<file path="src/coherent_storage_ordering_pkg.sv">
// shared constants, types and decode helpers for the coherence unit
package coherent_storage_ordering_pkg;

   // ************************************************************
   // widths and geometry
   // ************************************************************
   localparam int ADDR_W = 32;
   localparam int DATA_W = 64;
   localparam int BE_W = 8;
   localparam int PAGE_LSB = 12;
   localparam int PAGE_W = ADDR_W - PAGE_LSB;
   localparam int BLOCK_LSB = 5;
   localparam int LINE_W = ADDR_W - BLOCK_LSB;
   localparam int TRACK_DEPTH = 4;
   localparam int TRACK_IDX_W = 2;
   localparam logic DWORD_ATOMIC = 1'b1;

   // ************************************************************
   // access sizes, barriers and page_storage_attrs bits
   // ************************************************************
   localparam logic [1:0] SIZE_BYTE = 2'h0;
   localparam logic [1:0] SIZE_HALF = 2'h1;
   localparam logic [1:0] SIZE_WORD = 2'h2;
   localparam logic [1:0] SIZE_DWORD = 2'h3;
   localparam logic [1:0] BAR_NONE = 2'h0;
   localparam logic [1:0] BAR_IO_ORDER = 2'h1;
   localparam logic [1:0] BAR_SYNC = 2'h2;
   localparam logic [1:0] BAR_ISYNC = 2'h3;
   localparam int ATTR_W = 2;
   localparam int ATTR_I = 1;
   localparam int ATTR_M = 0;

   // ************************************************************
   // register map
   // ************************************************************
   localparam logic [11:0] REG_CTRL = 12'h000;
   localparam logic [11:0] REG_MEM_LIMIT = 12'h004;
   localparam logic [11:0] REG_STATUS = 12'h008;
   localparam logic [11:0] REG_COUNT = 12'h00C;
   localparam int CTRL_COH_EN = 0;
   localparam logic CTRL_COH_EN_RESET = 1'b1;
   localparam logic [19:0] MEM_LIMIT_RESET = 20'h0_0800;

   typedef enum logic [6:0] {
      ST_IDLE = 7'h01,
      ST_INVAL = 7'h02,
      ST_SNOOP = 7'h04,
      ST_PREP = 7'h08,
      ST_ISSUE = 7'h10,
      ST_WAIT = 7'h20,
      ST_DONE = 7'h40
   } state_t;

   // byte lanes touched by an aligned access of the given size
   function automatic logic [7:0] size_be(input logic [1:0] size);
      unique case (size)
         SIZE_BYTE: size_be = 8'h01;
         SIZE_HALF: size_be = 8'h03;
         SIZE_WORD: size_be = 8'h0F;
         SIZE_DWORD: size_be = 8'hFF;
      endcase
   endfunction

endpackage

</file>
<file path="src/access_splitter.sv">
// splits one access into single-copy atomic memory pieces
`timescale 1ns/1ns
module access_splitter
   import coherent_storage_ordering_pkg::*;
(
   input wire logic [2:0] off,
   input wire logic [1:0] size,
   input wire logic [2:0] piece,
   output logic aligned,
   output logic [3:0] npieces,
   output logic [2:0] lane,
   output logic [7:0] be
);
   import coherent_storage_ordering_pkg::*;

   logic [7:0] lanes;
   logic [2:0] low_mask;

   always_comb begin
      lanes = size_be(size);
      low_mask = {lanes[7], lanes[3], lanes[1]};
      // natural alignment gives one indivisible beat
      aligned = ((off & low_mask) == 3'h0) &&
                ((size != SIZE_DWORD) || DWORD_ATOMIC);
      // anything else goes out byte by byte, no atomicity promised
      npieces = aligned ? 4'h1 : (4'h1 << size);
      lane = aligned ? off : 3'(off + piece);
      be = aligned ? 8'(lanes << off) : 8'(8'h01 << lane);
   end
endmodule // access_splitter

</file>
<file path="src/ifetch_line_tracker.sv">
// remembers lines fetched non-coherently by instruction fetch
`timescale 1ns/1ns
module ifetch_line_tracker
   import coherent_storage_ordering_pkg::*;
(
   input wire logic core_clk,
   input wire logic rst_n,
   input wire logic insert_valid,
   input wire logic [LINE_W-1:0] insert_line,
   input wire logic [LINE_W-1:0] lookup_line,
   output logic hit,
   output logic [TRACK_IDX_W-1:0] hit_idx,
   input wire logic clear_valid,
   input wire logic [TRACK_IDX_W-1:0] clear_idx,
   output logic [TRACK_DEPTH-1:0] occupied
);
   import coherent_storage_ordering_pkg::*;

   typedef struct packed {
      logic [TRACK_DEPTH-1:0] valid;
      logic [TRACK_DEPTH-1:0][LINE_W-1:0] line;
      logic [TRACK_IDX_W-1:0] victim;
   } track_state_t;

   track_state_t st;
   track_state_t next_st;
   logic [TRACK_DEPTH-1:0] match;
   logic [TRACK_DEPTH-1:0] ins_match;

   genvar g;
   generate
      for (g = 0; g < TRACK_DEPTH; g++) begin : g_cmp
         assign match[g] = st.valid[g] && (st.line[g] == lookup_line);
         assign ins_match[g] = st.valid[g] && (st.line[g] == insert_line);
      end
   endgenerate

   always_comb begin
      next_st = st;
      hit = |match;
      hit_idx = '0;
      for (int i = 0; i < TRACK_DEPTH; i++) begin
         if (match[i]) begin
            hit_idx = TRACK_IDX_W'(i);
         end
      end
      if (insert_valid && !(|ins_match)) begin
         // round-robin replacement: losing an entry only costs a refetch
         next_st.valid[st.victim] = 1'b1;
         next_st.line[st.victim] = insert_line;
         next_st.victim = TRACK_IDX_W'(st.victim + 1'b1);
      end
      if (clear_valid) begin
         next_st.valid[clear_idx] = 1'b0;
      end
      occupied = st.valid;
   end

   always_ff @(posedge core_clk or negedge rst_n) begin
      if (!rst_n) begin
         st <= '0;
      end else begin
         st <= next_st;
      end
   end

   chk_clear_drops_entry: assert property (@(posedge core_clk)
      disable iff (!rst_n) clear_valid |=> !st.valid[$past(clear_idx)])
      else $error("cleared tracker entry still valid");
endmodule // ifetch_line_tracker

</file>
<file path="src/coherent_storage_ordering.sv">
// coherence and storage-ordering unit between cpu, host bridge and memory
//
// Our own choices: the placing of the registers and the APB slave port.
`timescale 1ns/1ns
module coherent_storage_ordering
   import coherent_storage_ordering_pkg::*;
(
   input wire logic core_clk,
   input wire logic rst_n,
   input wire logic psel,
   input wire logic penable,
   input wire logic pwrite,
   input wire logic [11:0] paddr,
   input wire logic [31:0] pwdata,
   output logic [31:0] prdata,
   output logic pready,
   output logic pslverr,
   input wire logic cpu_req_valid,
   output logic cpu_req_ready,
   input wire logic cpu_req_write,
   input wire logic cpu_req_ifetch,
   input wire logic [1:0] cpu_req_barrier,
   input wire logic [ATTR_W:0] page_storage_attrs,
   input wire logic [1:0] cpu_req_size,
   input wire logic [ADDR_W-1:0] cpu_req_addr,
   input wire logic [DATA_W-1:0] cpu_req_wdata,
   output logic cpu_rsp_valid,
   output logic [DATA_W-1:0] cpu_rsp_rdata,
   input wire logic io_req_valid,
   output logic io_req_ready,
   input wire logic io_req_write,
   input wire logic [1:0] io_req_size,
   input wire logic [ADDR_W-1:0] io_req_addr,
   input wire logic [DATA_W-1:0] io_req_wdata,
   output logic io_rsp_valid,
   output logic [DATA_W-1:0] io_rsp_rdata,
   output logic mem_req_valid,
   input wire logic mem_req_ready,
   output logic mem_req_write,
   output logic mem_req_coherent,
   output logic [ADDR_W-1:0] mem_req_addr,
   output logic [BE_W-1:0] mem_req_be,
   output logic [DATA_W-1:0] mem_req_wdata,
   input wire logic mem_rsp_valid,
   input wire logic [DATA_W-1:0] mem_rsp_rdata,
   output logic snoop_valid,
   output logic [ADDR_W-1:0] snoop_addr,
   input wire logic snoop_done,
   input wire logic snoop_hit_modified,
   output logic inval_valid,
   output logic [ADDR_W-1:0] inval_addr,
   input wire logic inval_done
);
   import coherent_storage_ordering_pkg::*;

   // ************************************************************
   // state
   // ************************************************************
   typedef struct packed {
      state_t state;
      logic last_io;
      logic is_io;
      logic write;
      logic ifetch;
      logic [1:0] barrier;
      logic [ATTR_W:0] attrs;
      logic [1:0] size;
      logic [ADDR_W-1:0] addr;
      logic [DATA_W-1:0] wdata;
      logic coherent;
      logic in_sys;
      logic [2:0] piece;
      logic [ADDR_W-1:0] mem_addr;
      logic [DATA_W-1:0] mem_wdata;
      logic [BE_W-1:0] mem_be;
      logic [DATA_W-1:0] rdata;
      logic coh_en;
      logic [PAGE_W-1:0] mem_limit;
      logic [15:0] retries;
      logic [15:0] splits;
      logic [31:0] prdata;
   } core_state_t;

   core_state_t st;
   core_state_t next_st;

   function automatic logic in_sysmem(input logic [ADDR_W-1:0] a,
                                      input logic [PAGE_W-1:0] lim);
      in_sysmem = a[ADDR_W-1:PAGE_LSB] < lim;
   endfunction

   logic grant_io;
   logic grant_cpu;
   logic [ADDR_W-1:0] sel_addr;
   logic sel_sys;
   logic sel_coh;
   logic aligned;
   logic [3:0] npieces;
   logic [2:0] lane;
   logic [7:0] be;
   logic last_piece;
   logic [ADDR_W-1:0] piece_addr;
   logic [DATA_W-1:0] lane_mask;
   logic trk_hit;
   logic [TRACK_IDX_W-1:0] trk_idx;
   logic [TRACK_DEPTH-1:0] trk_occ;
   logic trk_insert;
   logic [LINE_W-1:0] trk_lookup;
   logic apb_setup;
   logic apb_write;
   logic mapped;

   access_splitter u_splitter (
      .off(st.addr[2:0]),
      .size(st.size),
      .piece(st.piece),
      .aligned(aligned),
      .npieces(npieces),
      .lane(lane),
      .be(be)
   );

   ifetch_line_tracker u_tracker (
      .core_clk(core_clk),
      .rst_n(rst_n),
      .insert_valid(trk_insert),
      .insert_line(st.addr[ADDR_W-1:BLOCK_LSB]),
      .lookup_line(trk_lookup),
      .hit(trk_hit),
      .hit_idx(trk_idx),
      .clear_valid(inval_valid && inval_done),
      .clear_idx(trk_idx),
      .occupied(trk_occ)
   );

   // ************************************************************
   // arbitration and classification
   // ************************************************************
   always_comb begin
      // alternate priority so neither port starves the other
      grant_io = io_req_valid && (!cpu_req_valid || !st.last_io);
      grant_cpu = cpu_req_valid && !grant_io;
      sel_addr = grant_io ? io_req_addr : cpu_req_addr;
      sel_sys = in_sysmem(sel_addr, st.mem_limit);
      // host bridge traffic to system memory is coherent whenever coh_en is set
      sel_coh = st.coh_en && sel_sys &&
                (grant_io || (page_storage_attrs[ATTR_M] &&
                 !page_storage_attrs[ATTR_I] && !cpu_req_ifetch));
      trk_lookup = (st.state == ST_IDLE) ? sel_addr[ADDR_W-1:BLOCK_LSB]
                                         : st.addr[ADDR_W-1:BLOCK_LSB];
      piece_addr = st.addr + {29'h0, st.piece};
      last_piece = ({1'b0, st.piece} + 4'h1) == npieces;
      for (int i = 0; i < BE_W; i++) begin
         lane_mask[8*i +: 8] = {8{i < (1 << st.size)}};
      end
   end

   // ************************************************************
   // sequencer
   // ************************************************************
   always_comb begin
      next_st = st;
      apb_setup = psel && !penable;
      apb_write = psel && penable && pwrite;
      mapped = (paddr == REG_CTRL) || (paddr == REG_MEM_LIMIT) ||
               (paddr == REG_STATUS) || (paddr == REG_COUNT);
      unique case (st.state)
         ST_IDLE: begin
            if (grant_io || grant_cpu) begin
               next_st.last_io = grant_io;
               next_st.is_io = grant_io;
               next_st.write = grant_io ? io_req_write : cpu_req_write;
               next_st.ifetch = !grant_io && cpu_req_ifetch;
               next_st.barrier = grant_io ? BAR_NONE : cpu_req_barrier;
               next_st.attrs = page_storage_attrs;
               next_st.size = grant_io ? io_req_size : cpu_req_size;
               next_st.addr = sel_addr;
               next_st.wdata = grant_io ? io_req_wdata : cpu_req_wdata;
               next_st.coherent = sel_coh;
               next_st.in_sys = sel_sys;
               next_st.piece = 3'h0;
               next_st.rdata = '0;
               if (grant_cpu && cpu_req_barrier != BAR_NONE) begin
                  // nothing is ever in flight here, so the barrier is met
                  next_st.state = ST_DONE;
               end else if (grant_cpu && sel_coh && trk_hit) begin
                  next_st.state = ST_INVAL;
               end else if (grant_io && sel_coh) begin
                  next_st.state = ST_SNOOP;
               end else begin
                  next_st.state = ST_PREP;
               end
            end
         end
         ST_INVAL: begin
            if (inval_done) begin
               next_st.state = ST_PREP;
            end
         end
         ST_SNOOP: begin
            if (snoop_done && !snoop_hit_modified) begin
               next_st.state = ST_PREP;
            end else if (snoop_done) begin
               // a modified copy was pushed out; ask again until clean
               next_st.retries = st.retries + 16'h0001;
            end
         end
         ST_PREP: begin
            next_st.mem_addr = {piece_addr[ADDR_W-1:3], 3'h0};
            next_st.mem_be = be;
            if (aligned) begin
               next_st.mem_wdata = st.wdata << {st.addr[2:0], 3'h0};
            end else begin
               next_st.mem_wdata = {56'h0, st.wdata[{st.piece, 3'h0} +: 8]}
                                   << {lane, 3'h0};
            end
            next_st.state = ST_ISSUE;
         end
         ST_ISSUE: begin
            if (mem_req_ready) begin
               next_st.state = ST_WAIT;
            end
         end
         ST_WAIT: begin
            if (mem_rsp_valid) begin
               if (aligned) begin
                  next_st.rdata = (mem_rsp_rdata >> {st.addr[2:0], 3'h0})
                                  & lane_mask;
               end else begin
                  next_st.rdata[{st.piece, 3'h0} +: 8] =
                     mem_rsp_rdata[{lane, 3'h0} +: 8];
               end
               if (last_piece) begin
                  next_st.state = ST_DONE;
                  if (!aligned) begin
                     next_st.splits = st.splits + 16'h0001;
                  end
               end else begin
                  next_st.piece = 3'(st.piece + 1'b1);
                  next_st.state = ST_PREP;
               end
            end
         end
         ST_DONE: begin
            next_st.state = ST_IDLE;
         end
      endcase
      // ************************************************************
      // apb registers, zero wait states
      // ************************************************************
      if (apb_setup) begin
         unique case (paddr)
            REG_CTRL: next_st.prdata = {31'h0, st.coh_en};
            REG_MEM_LIMIT: next_st.prdata = {12'h000, st.mem_limit};
            REG_STATUS: next_st.prdata = {21'h0, trk_occ, st.state};
            REG_COUNT: next_st.prdata = {st.splits, st.retries};
            default: next_st.prdata = 32'h0000_0000;
         endcase
      end
      if (apb_write && paddr == REG_CTRL) begin
         next_st.coh_en = pwdata[CTRL_COH_EN];
      end
      if (apb_write && paddr == REG_MEM_LIMIT) begin
         next_st.mem_limit = pwdata[PAGE_W-1:0];
      end
      if (apb_write && paddr == REG_COUNT) begin
         // a tick in the clearing cycle survives the clear
         next_st.retries = next_st.retries - st.retries;
         next_st.splits = next_st.splits - st.splits;
      end
   end

   always_ff @(posedge core_clk or negedge rst_n) begin
      if (!rst_n) begin
         st <= '0;
         st.state <= ST_IDLE;
         st.coh_en <= CTRL_COH_EN_RESET;
         st.mem_limit <= MEM_LIMIT_RESET;
      end else begin
         st <= next_st;
      end
   end

   // ************************************************************
   // outputs
   // ************************************************************
   assign cpu_req_ready = (st.state == ST_IDLE) && grant_cpu;
   assign io_req_ready = (st.state == ST_IDLE) && grant_io;
   assign cpu_rsp_valid = (st.state == ST_DONE) && !st.is_io;
   assign io_rsp_valid = (st.state == ST_DONE) && st.is_io;
   assign cpu_rsp_rdata = st.rdata;
   assign io_rsp_rdata = st.rdata;
   // memory only ever sees values that reach it, never cache-held ones
   assign mem_req_valid = (st.state == ST_ISSUE);
   assign mem_req_write = st.write;
   assign mem_req_coherent = st.coherent;
   assign mem_req_addr = st.mem_addr;
   assign mem_req_be = st.mem_be;
   assign mem_req_wdata = st.mem_wdata;
   assign snoop_valid = (st.state == ST_SNOOP);
   assign snoop_addr = {st.addr[ADDR_W-1:BLOCK_LSB], 5'h00};
   assign inval_valid = (st.state == ST_INVAL);
   assign inval_addr = {st.addr[ADDR_W-1:BLOCK_LSB], 5'h00};
   assign trk_insert = (st.state == ST_DONE) && st.ifetch && !st.write &&
                       st.in_sys && st.attrs[ATTR_M];
   assign prdata = st.prdata;
   assign pready = 1'b1;
   assign pslverr = psel && penable && !mapped;

   // ************************************************************
   // checks
   // ************************************************************
   chk_atomic_one_beat: assert property (@(posedge core_clk)
      disable iff (!rst_n)
      (st.state == ST_WAIT && mem_rsp_valid && aligned) |=>
         st.state == ST_DONE)
      else $error("aligned access took more than one beat");
   chk_split_byte_count: assert property (@(posedge core_clk)
      disable iff (!rst_n)
      (mem_req_valid && !aligned) |-> $onehot(mem_req_be))
      else $error("misaligned piece touches more than one byte");
   chk_one_outstanding: assert property (@(posedge core_clk)
      disable iff (!rst_n)
      (mem_req_valid && mem_req_ready) |=> !mem_req_valid [*2])
      else $error("second memory request while one outstanding");
   chk_snoop_block_addr: assert property (@(posedge core_clk)
      disable iff (!rst_n)
      snoop_valid |-> snoop_addr[BLOCK_LSB-1:0] == '0)
      else $error("snoop address not block aligned");
   chk_io_coherent_attr: assert property (@(posedge core_clk)
      disable iff (!rst_n)
      (mem_req_valid && st.is_io && st.in_sys && st.coh_en) |->
         mem_req_coherent)
      else $error("io access to system memory not coherent");
   chk_exempt_no_snoop: assert property (@(posedge core_clk)
      disable iff (!rst_n)
      snoop_valid |-> st.in_sys)
      else $error("snoop for memory outside system memory");
   chk_modified_retries: assert property (@(posedge core_clk)
      disable iff (!rst_n)
      (snoop_done && snoop_valid && snoop_hit_modified) |=>
         snoop_valid && !mem_req_valid)
      else $error("io write proceeded past a modified copy");
   chk_inval_precedes: assert property (@(posedge core_clk)
      disable iff (!rst_n)
      (inval_valid && inval_done) |=> st.state == ST_PREP ##1 mem_req_valid)
      else $error("coherent refetch did not follow invalidate");
   chk_rsp_pulse_order: assert property (@(posedge core_clk)
      disable iff (!rst_n)
      cpu_rsp_valid |=> !cpu_rsp_valid && st.state == ST_IDLE)
      else $error("cpu response not a single pulse");
   chk_barrier_drained: assert property (@(posedge core_clk)
      disable iff (!rst_n)
      (cpu_rsp_valid && st.barrier != BAR_NONE) |->
         $past(st.state) == ST_IDLE)
      else $error("barrier completed with access in flight");
endmodule // coherent_storage_ordering

</file>
<file path="config.mk">
export PLATFORM = sky130hd
export DESIGN_NAME = coherent_storage_ordering
export DESIGN_NICKNAME = d
export VERILOG_FILES = /design/src/coherent_storage_ordering_pkg.sv /design/src/access_splitter.sv /design/src/ifetch_line_tracker.sv /design/src/coherent_storage_ordering.sv
export SDC_FILE = /design/constraint.sdc
export NUM_CORES = 1
export LEC_CHECK = 0
export BUFFER_PORTS_ARGS = -buffer_cell sky130_fd_sc_hd__buf_2
export CAP_MARGIN = 20
export CORE_AREA = 10 10 259 261
export DETAILED_ROUTE_END_ITERATION = 7
export DIE_AREA = 0 0 269 271
export PLACE_DENSITY = 0.78
export SLEW_MARGIN = 25
export SYNTH_ARGS = -nofsm -noshare
export SYNTH_HDL_FRONTEND = slang
export SYNTH_HIERARCHICAL = 1
export SYNTH_SLANG_ARGS = --single-unit
</file>
<file path="constraint.sdc">
create_clock -name core_clk -period 7.8 [get_ports core_clk]
set_clock_uncertainty 0.2 [all_clocks]
set_input_delay 0.39 -clock core_clk [delete_from_list [all_inputs] [get_ports core_clk]]
set_output_delay 0.39 -clock core_clk [all_outputs]
set_load 0.02 [all_outputs]
</file>
## Word-level counts from Yosys, hierarchy flattened

Index checks and enable logic that the tools add are counted.

- Register bits after elaboration: 482
- Bits of input ports: 324
- Output and inout bits: 339

- Shift-type cells: 11
- Bitwise operators: 5
- Mux-type cells: 50
- Add/subtract/negate cells: 10
- Equality and inequality tests: 28
- Reduce and logical (&&, ||, !) cells: 66
- $lt $le $gt $ge: 13

Operators by type and width:

| kind | number |
|---|---|
| 64-bit 2-to-1 mux | 5 |
| 27-bit == test | 8 |
| 4-bit by 32-bit less-than comparator with 1-bit output, first input constant | 4 |
| 32-bit case mux with 4 select lines | 1 |
| 64-bit case mux with 2 select lines | 1 |
| 64-bit by 7-bit variable part select with 8-bit output | 2 |
| 119-bit 2-to-1 mux | 1 |
| 114-bit 2-to-1 mux | 1 |
| 16-bit 2-to-1 mux | 7 |
| 108-bit bitwise mux | 1 |
| 64-bit bitwise AND | 1 |
| 64-bit bitwise mux | 1 |
| 3-bit by 32-bit less-than comparator with 1-bit output, first input constant | 2 |
| 32-bit 2-to-1 mux | 2 |
| 8-bit by 8-bit variable shift with 64-bit output, first input constant | 1 |
| 8-bit by 8-bit variable part select with 64-bit output | 1 |
| 64-bit by 6-bit left shift with 64-bit output | 1 |
| 8-bit by 6-bit left shift with 64-bit output | 1 |
| 64-bit by 6-bit >> shifter with 64-bit output | 1 |
| 27-bit demux with 2-bit select | 1 |
| 27-bit 2-to-1 mux | 2 |
| 7-bit 2-to-1 mux | 7 |
| 7-bit case mux with 7 select lines | 1 |
| 1-bit logical AND | 39 |
| 54 further kinds | 91 |

## Depth between registers and ports, before layout

- Depth after elaboration: 17
- Gate-level depth with buffers: 20
- Gate-level depth less buffers: 17

## Modules after synthesis

Netlist, hierarchy kept.

Modules (own cells, without submodules):

| module | cells an instance | area an instance (µm²) | times used |
|---|---|---|---|
| coherent_storage_ordering | 2961 | 26113.8 | 1 |
| ifetch_line_tracker | 591 | 7008.0 | 1 |
| access_splitter | 66 | 454.2 | 1 |

## Worst setup path before layout

No wires, ideal clock.

- Path type: reg-to-reg
- Start point: register st[254] (netlist name)
- End point: register st[46] (netlist name)
- Path slack: 3.009 ns
- Setup time: 0.140 ns
- Arrival time: 4.451 ns
- Clock period less this slack: 4.791 ns
- Cell stages (with the launch flop): 20
- Required time: 7.460 ns
- Cell sequence: dfrtp_1 > buf_2 > buf_1 > inv_1 > ha_1 > clkbuf_1 > xor2_1 > nor2_1 > o211ai_1 > xor2_1 > ha_1 > inv_1 > fa_1 > a211oi_1 > nor2_1 > or4_1 > a21boi_0 > o21ai_0 > xnor2_1 > o21ai_0

RTL lines:

| item | RTL line | RTL |
|---|---|---|
| start: declaration | coherent_storage_ordering.sv:84 | `core_state_t st;` |
| start signal: assignment | coherent_storage_ordering.sv:280 | `st <= next_st;` |

==> out/metrics.csv <==
stage,metric,value,unit
critical_path,FF-to-FF path depth,16,
clocking,clock-pin slew on the worst setup and hold paths,60,ps
global_routing,met2 GRT Util,52.70,%
critical_path,Required @ worst endpoint,8120,ps
power_and_ir_drop,Leak,18.04,nW
global_routing,gr usage total,32.18,%
sta,slew margin rel.,22.89,%
route,Final ANT Viol Nets,0,
synth,mux cell area share after synthesis,15.94,%
synth,Post-synth EDFFs,0,
sta,"Hold Vio Cnt, Final",0,
power_and_ir_drop,Power Density,347.3,nW/um^2
critical_path,critical path type,reg2reg,
die,Die H,271,um
placement,dpl hpwl,86.84,mm
route,Starting DRT DRC Count,3257,
critical_path,critical-path cell list,"inv_1, ha_1, xor2_1, nor2_1, o211ai_1, xor2_1, ha_1, inv_1, fa_1, a211oi_1, nor2_1, or4_1, a21boi_0, o21ai_0, xnor2_1, o21ai_0",
sta,fmax,0.1812,GHz
route,DR vias/cell,6.045,
placement,placed insts,4578,
power_and_ir_drop,sw power,0.006406,W
synth,Post-Synth XOR/XNOR Area,7.982,%
critical_path,CP endpoint kind,register,
synth,cells after synthesis,3618,
synth,area share of fa/ha/maj cells after synthesis,2.564,%
global_routing,vias in the first global route,29230,
synth,Synth Flop Type,dfrtp_1,
cells_and_area,"most common cell after layout, fill and taps aside",buf_2,
critical_path,Worst setup endpoint,st[46],
job,max cap viols,0,
min_path,Hold WC Path Type,in2reg,
power_and_ir_drop,Gate power share,50.9,%
sta,"Slew Viols, Final",0,
outcome,status,"complete, no violations",
route,Residual DRC,0,
clocking,clk_lat worst skew,620,ps
placement,IO Port Bufs,635,
synth,YS warnings,6,
synth,largest family of logic cells by synthesized area,multiplexers,
synth,"Cell Area, Synth",33580,sq um
placement,gpl congestion,1.015,
die,Initial Util,54.51,%
global_routing,initial antenna violation count,17,
clocking,H-tree Lvls,2,
power_and_ir_drop,Pint,0.006974,W
clocking,root buffer selected by CTS,clkbuf_16,
synth,syn avg cell area,9.280,sq um
die,row cnt,91,
clocking,CTS tree,yes,
synth,Synth Area in Simple Gates,11.85,%
sta,post-route clock period utilization,70.74,%
power_and_ir_drop,VDD IR max,277.0,uV
route,DR pass1 iterations,6,
route,drt wl/cell,25.04,um
sta,Final WS setup,2282,ps
sta,final critical path time including I/O delays and setup,5518,ps
die,Die X,269,um
global_routing,grt met1 use,39.43,%
critical_path,critical path's largest stage delay,950,ps
synth,Cell variety after synth,90,
cells_and_area,layout overhead on the synthesized area,14.75,%
power_and_ir_drop,clock share of power,19.4,%
critical_path,WP depth,16,
placement,"worst slack, placed",2369,ps
synth,Post-synth ARST share,100.0,%
critical_path,slowest CP cell,dfrtp_2,
critical_path,Reg2Reg Setup Slack,2280,ps
power_and_ir_drop,Sw Ratio,47.88,%
cells_and_area,most frequent cells in the layout,"buf_2 (634), dfrtp_1 (471), nand2_1 (463)",
clocking,CTS Buf Count,52,
die,I/O pin count,663,
die,die area,72900,sq um
sta,setup TNS,0,ps
sta,RSZ-0062 raised after global routing,no,
cells_and_area,nets,4387,
sta,Worst Max-Slew Pin Slew,1147,ps
critical_path,Crit Path Max Fanout,29,
die,Core Footprint,61600,sq um
global_routing,largest net degree at the start of global routing,162,
global_routing,first-pass GRT wire length,181.4,mm
critical_path,"Buf+Inv Stages, Crit Path",2,
global_routing,GR peak layer,met2,
critical_path,kind of start point of the critical path,register,
power_and_ir_drop,Seq pwr share,29.7,%
critical_path,reg2reg end,st[46],
clocking,deepest clock path buffer count,3,
sta,final setup vio count,0,
route,DR vias,29530,
cells_and_area,Filler Cell Count,5046,
global_routing,global-route track usage on met3,7.121,%
clocking,clock sinks,478,
critical_path,top cell family by delay on the critical path,compound AO/OA/AOI/OAI gates,
cells_and_area,layout cells sized above 1,26.55,%
critical_path,Critical Path AT,5840,ps
cells_and_area,Final Non-Filler Cells,4884,
global_routing,GR Overflow Total,0,
synth,post-synthesis sequential area ratio,35.64,%
synth,#FFs+latches synth,478,
route,WL final,122.3,mm
critical_path,Crit. Startpoint,st[253],
critical_path,r2r startpoint,st[253],
synth,compound-cell area share of the yosys netlist,14.21,%
[state kept, by name, indices dropped and copies added, names as in the netlist]
name and cells:
prdata 32, mem_req_addr 29, inval_addr 27, mem_req_coherent 1
u_tracker/st 110, cpu_rsp_rdata 64, st 138, u_tracker/occupied 4
mem_req_write 1, mem_req_wdata 64, mem_req_be 8
[power by group through the flow]
stage,Sequential [W],Combinational [W],Clock [W]
finish,0.00397,0.00681,0.00260
global route,0.00402,0.00725,0.00272
CTS,0.00392,0.00660,0.00262
detailed placement,0.00396,0.00644,0
global placement,0.00394,0.00637,0
floorplan,0.00339,0.00536,0
[area by class of cell]
| cell class | count | area (sq um) | area share (%) |
|---|---|---|---|
| timing repair buffer | 870 | 5514 | 14.31 |
| multi-input combinational | 2489 | 17800 | 46.19 |
| antenna | 10 | 25.02 | 0.06495 |
| sequential | 478 | 11980 | 31.08 |
| tap | 837 | 1047 | 2.718 |
| clock inverter | 21 | 262.8 | 0.6820 |
| clock buffer | 74 | 1514 | 3.929 |
| inverter | 105 | 394.1 | 1.023 |
[logic make-up (layout without fill, tap and decap cells)]
kind of cell,after synthesis,after routing
compound gates,787,787
buf+inv,663,1070
mux,456,456
flops,478,478
xor+xnor,306,306
simple gates,859,859
fa+ha+maj,67,67
other cells,2,24
[cell usage after synthesis, types with 14 or more instances]
cell type	n	area (sq um)
a21o_1	15	112.6
a21oi_1	135	675.7
a22o_1	33	289.0
a22oi_1	78	585.6
and2_1	14	87.58
buf_1	23	86.33
buf_2	32	160.2
buf_4	361	2710
clkbuf_1	132	495.5
dfrtp_1	475	11890
ha_1	64	800.8
inv_1	102	382.9
mux2_2	219	2466
mux2i_1	195	1952
mux4_2	41	923.4
nand2_1	463	1738
nand2b_1	15	93.84
nand3_1	30	150.1
nand4_1	64	400.4
nor2_1	129	484.2
nor2b_1	18	112.6
nor3_1	35	175.2
nor4_1	31	193.9
o21ai_0	368	1842
o22ai_1	17	106.4
o31ai_1	36	270.3
xnor2_1	232	2032
xor2_1	74	648.1
[stage by stage]
| step | utilization, % | hold slack [ps] | instance area, sq um | power, W |
|---|---|---|---|---|
| after global routing | 62.54 | 35.76 | 38520 | 0.01400 |
| after detailed placement | 56.28 | 208.2 | 34670 | 0.01040 |
| final | 62.55 | 12.19 | 38530 | 0.01338 |
| after CTS | 62.41 | 2.018 | 38440 | 0.01315 |
| after floorplan | - | -105.6 | 33620 | 0.008745 |
| after global placement | 56.25 | 211.2 | 34650 | 0.01031 |
[layer usage]
metal | up-vias | share of wire, %
li1 | 13130 | -
met1 | 14280 | 38
met2 | 1697 | 47
met3 | 409 | 9.7
met4 | 12 | 5.4
met5 | - | 0.059
[worst min path at each step]
stage / start / to / slack (ps) / depth (start not counted)
2_1_floorplan: rst_n / cpu_rsp_rdata[0] / -110 / 0
4_1_cts: cpu_req_addr[23] / inval_addr[23] / 2 / 3
3_5_place_dp: rst_n / mem_req_wdata[9] / 210 / 1
3_3_place_gp: rst_n / mem_req_wdata[5] / 210 / 1
5_1_grt: cpu_req_addr[20] / inval_addr[20] / 40 / 3
6_report: cpu_req_size[1] / st[355] / 10 / 3
[worst min-delay path, stage by stage]
cell and delay [ps]:
buf_2 80, mux2i_1 140, o21ai_0 170
[what timing repair did]
item,CTS,global route
gates resized for setup,0,0
endpoints found under the hold margin,192,0
hold buffers,200,0
buffers inserted,0,0
Power figures use the tool's default switching activity.
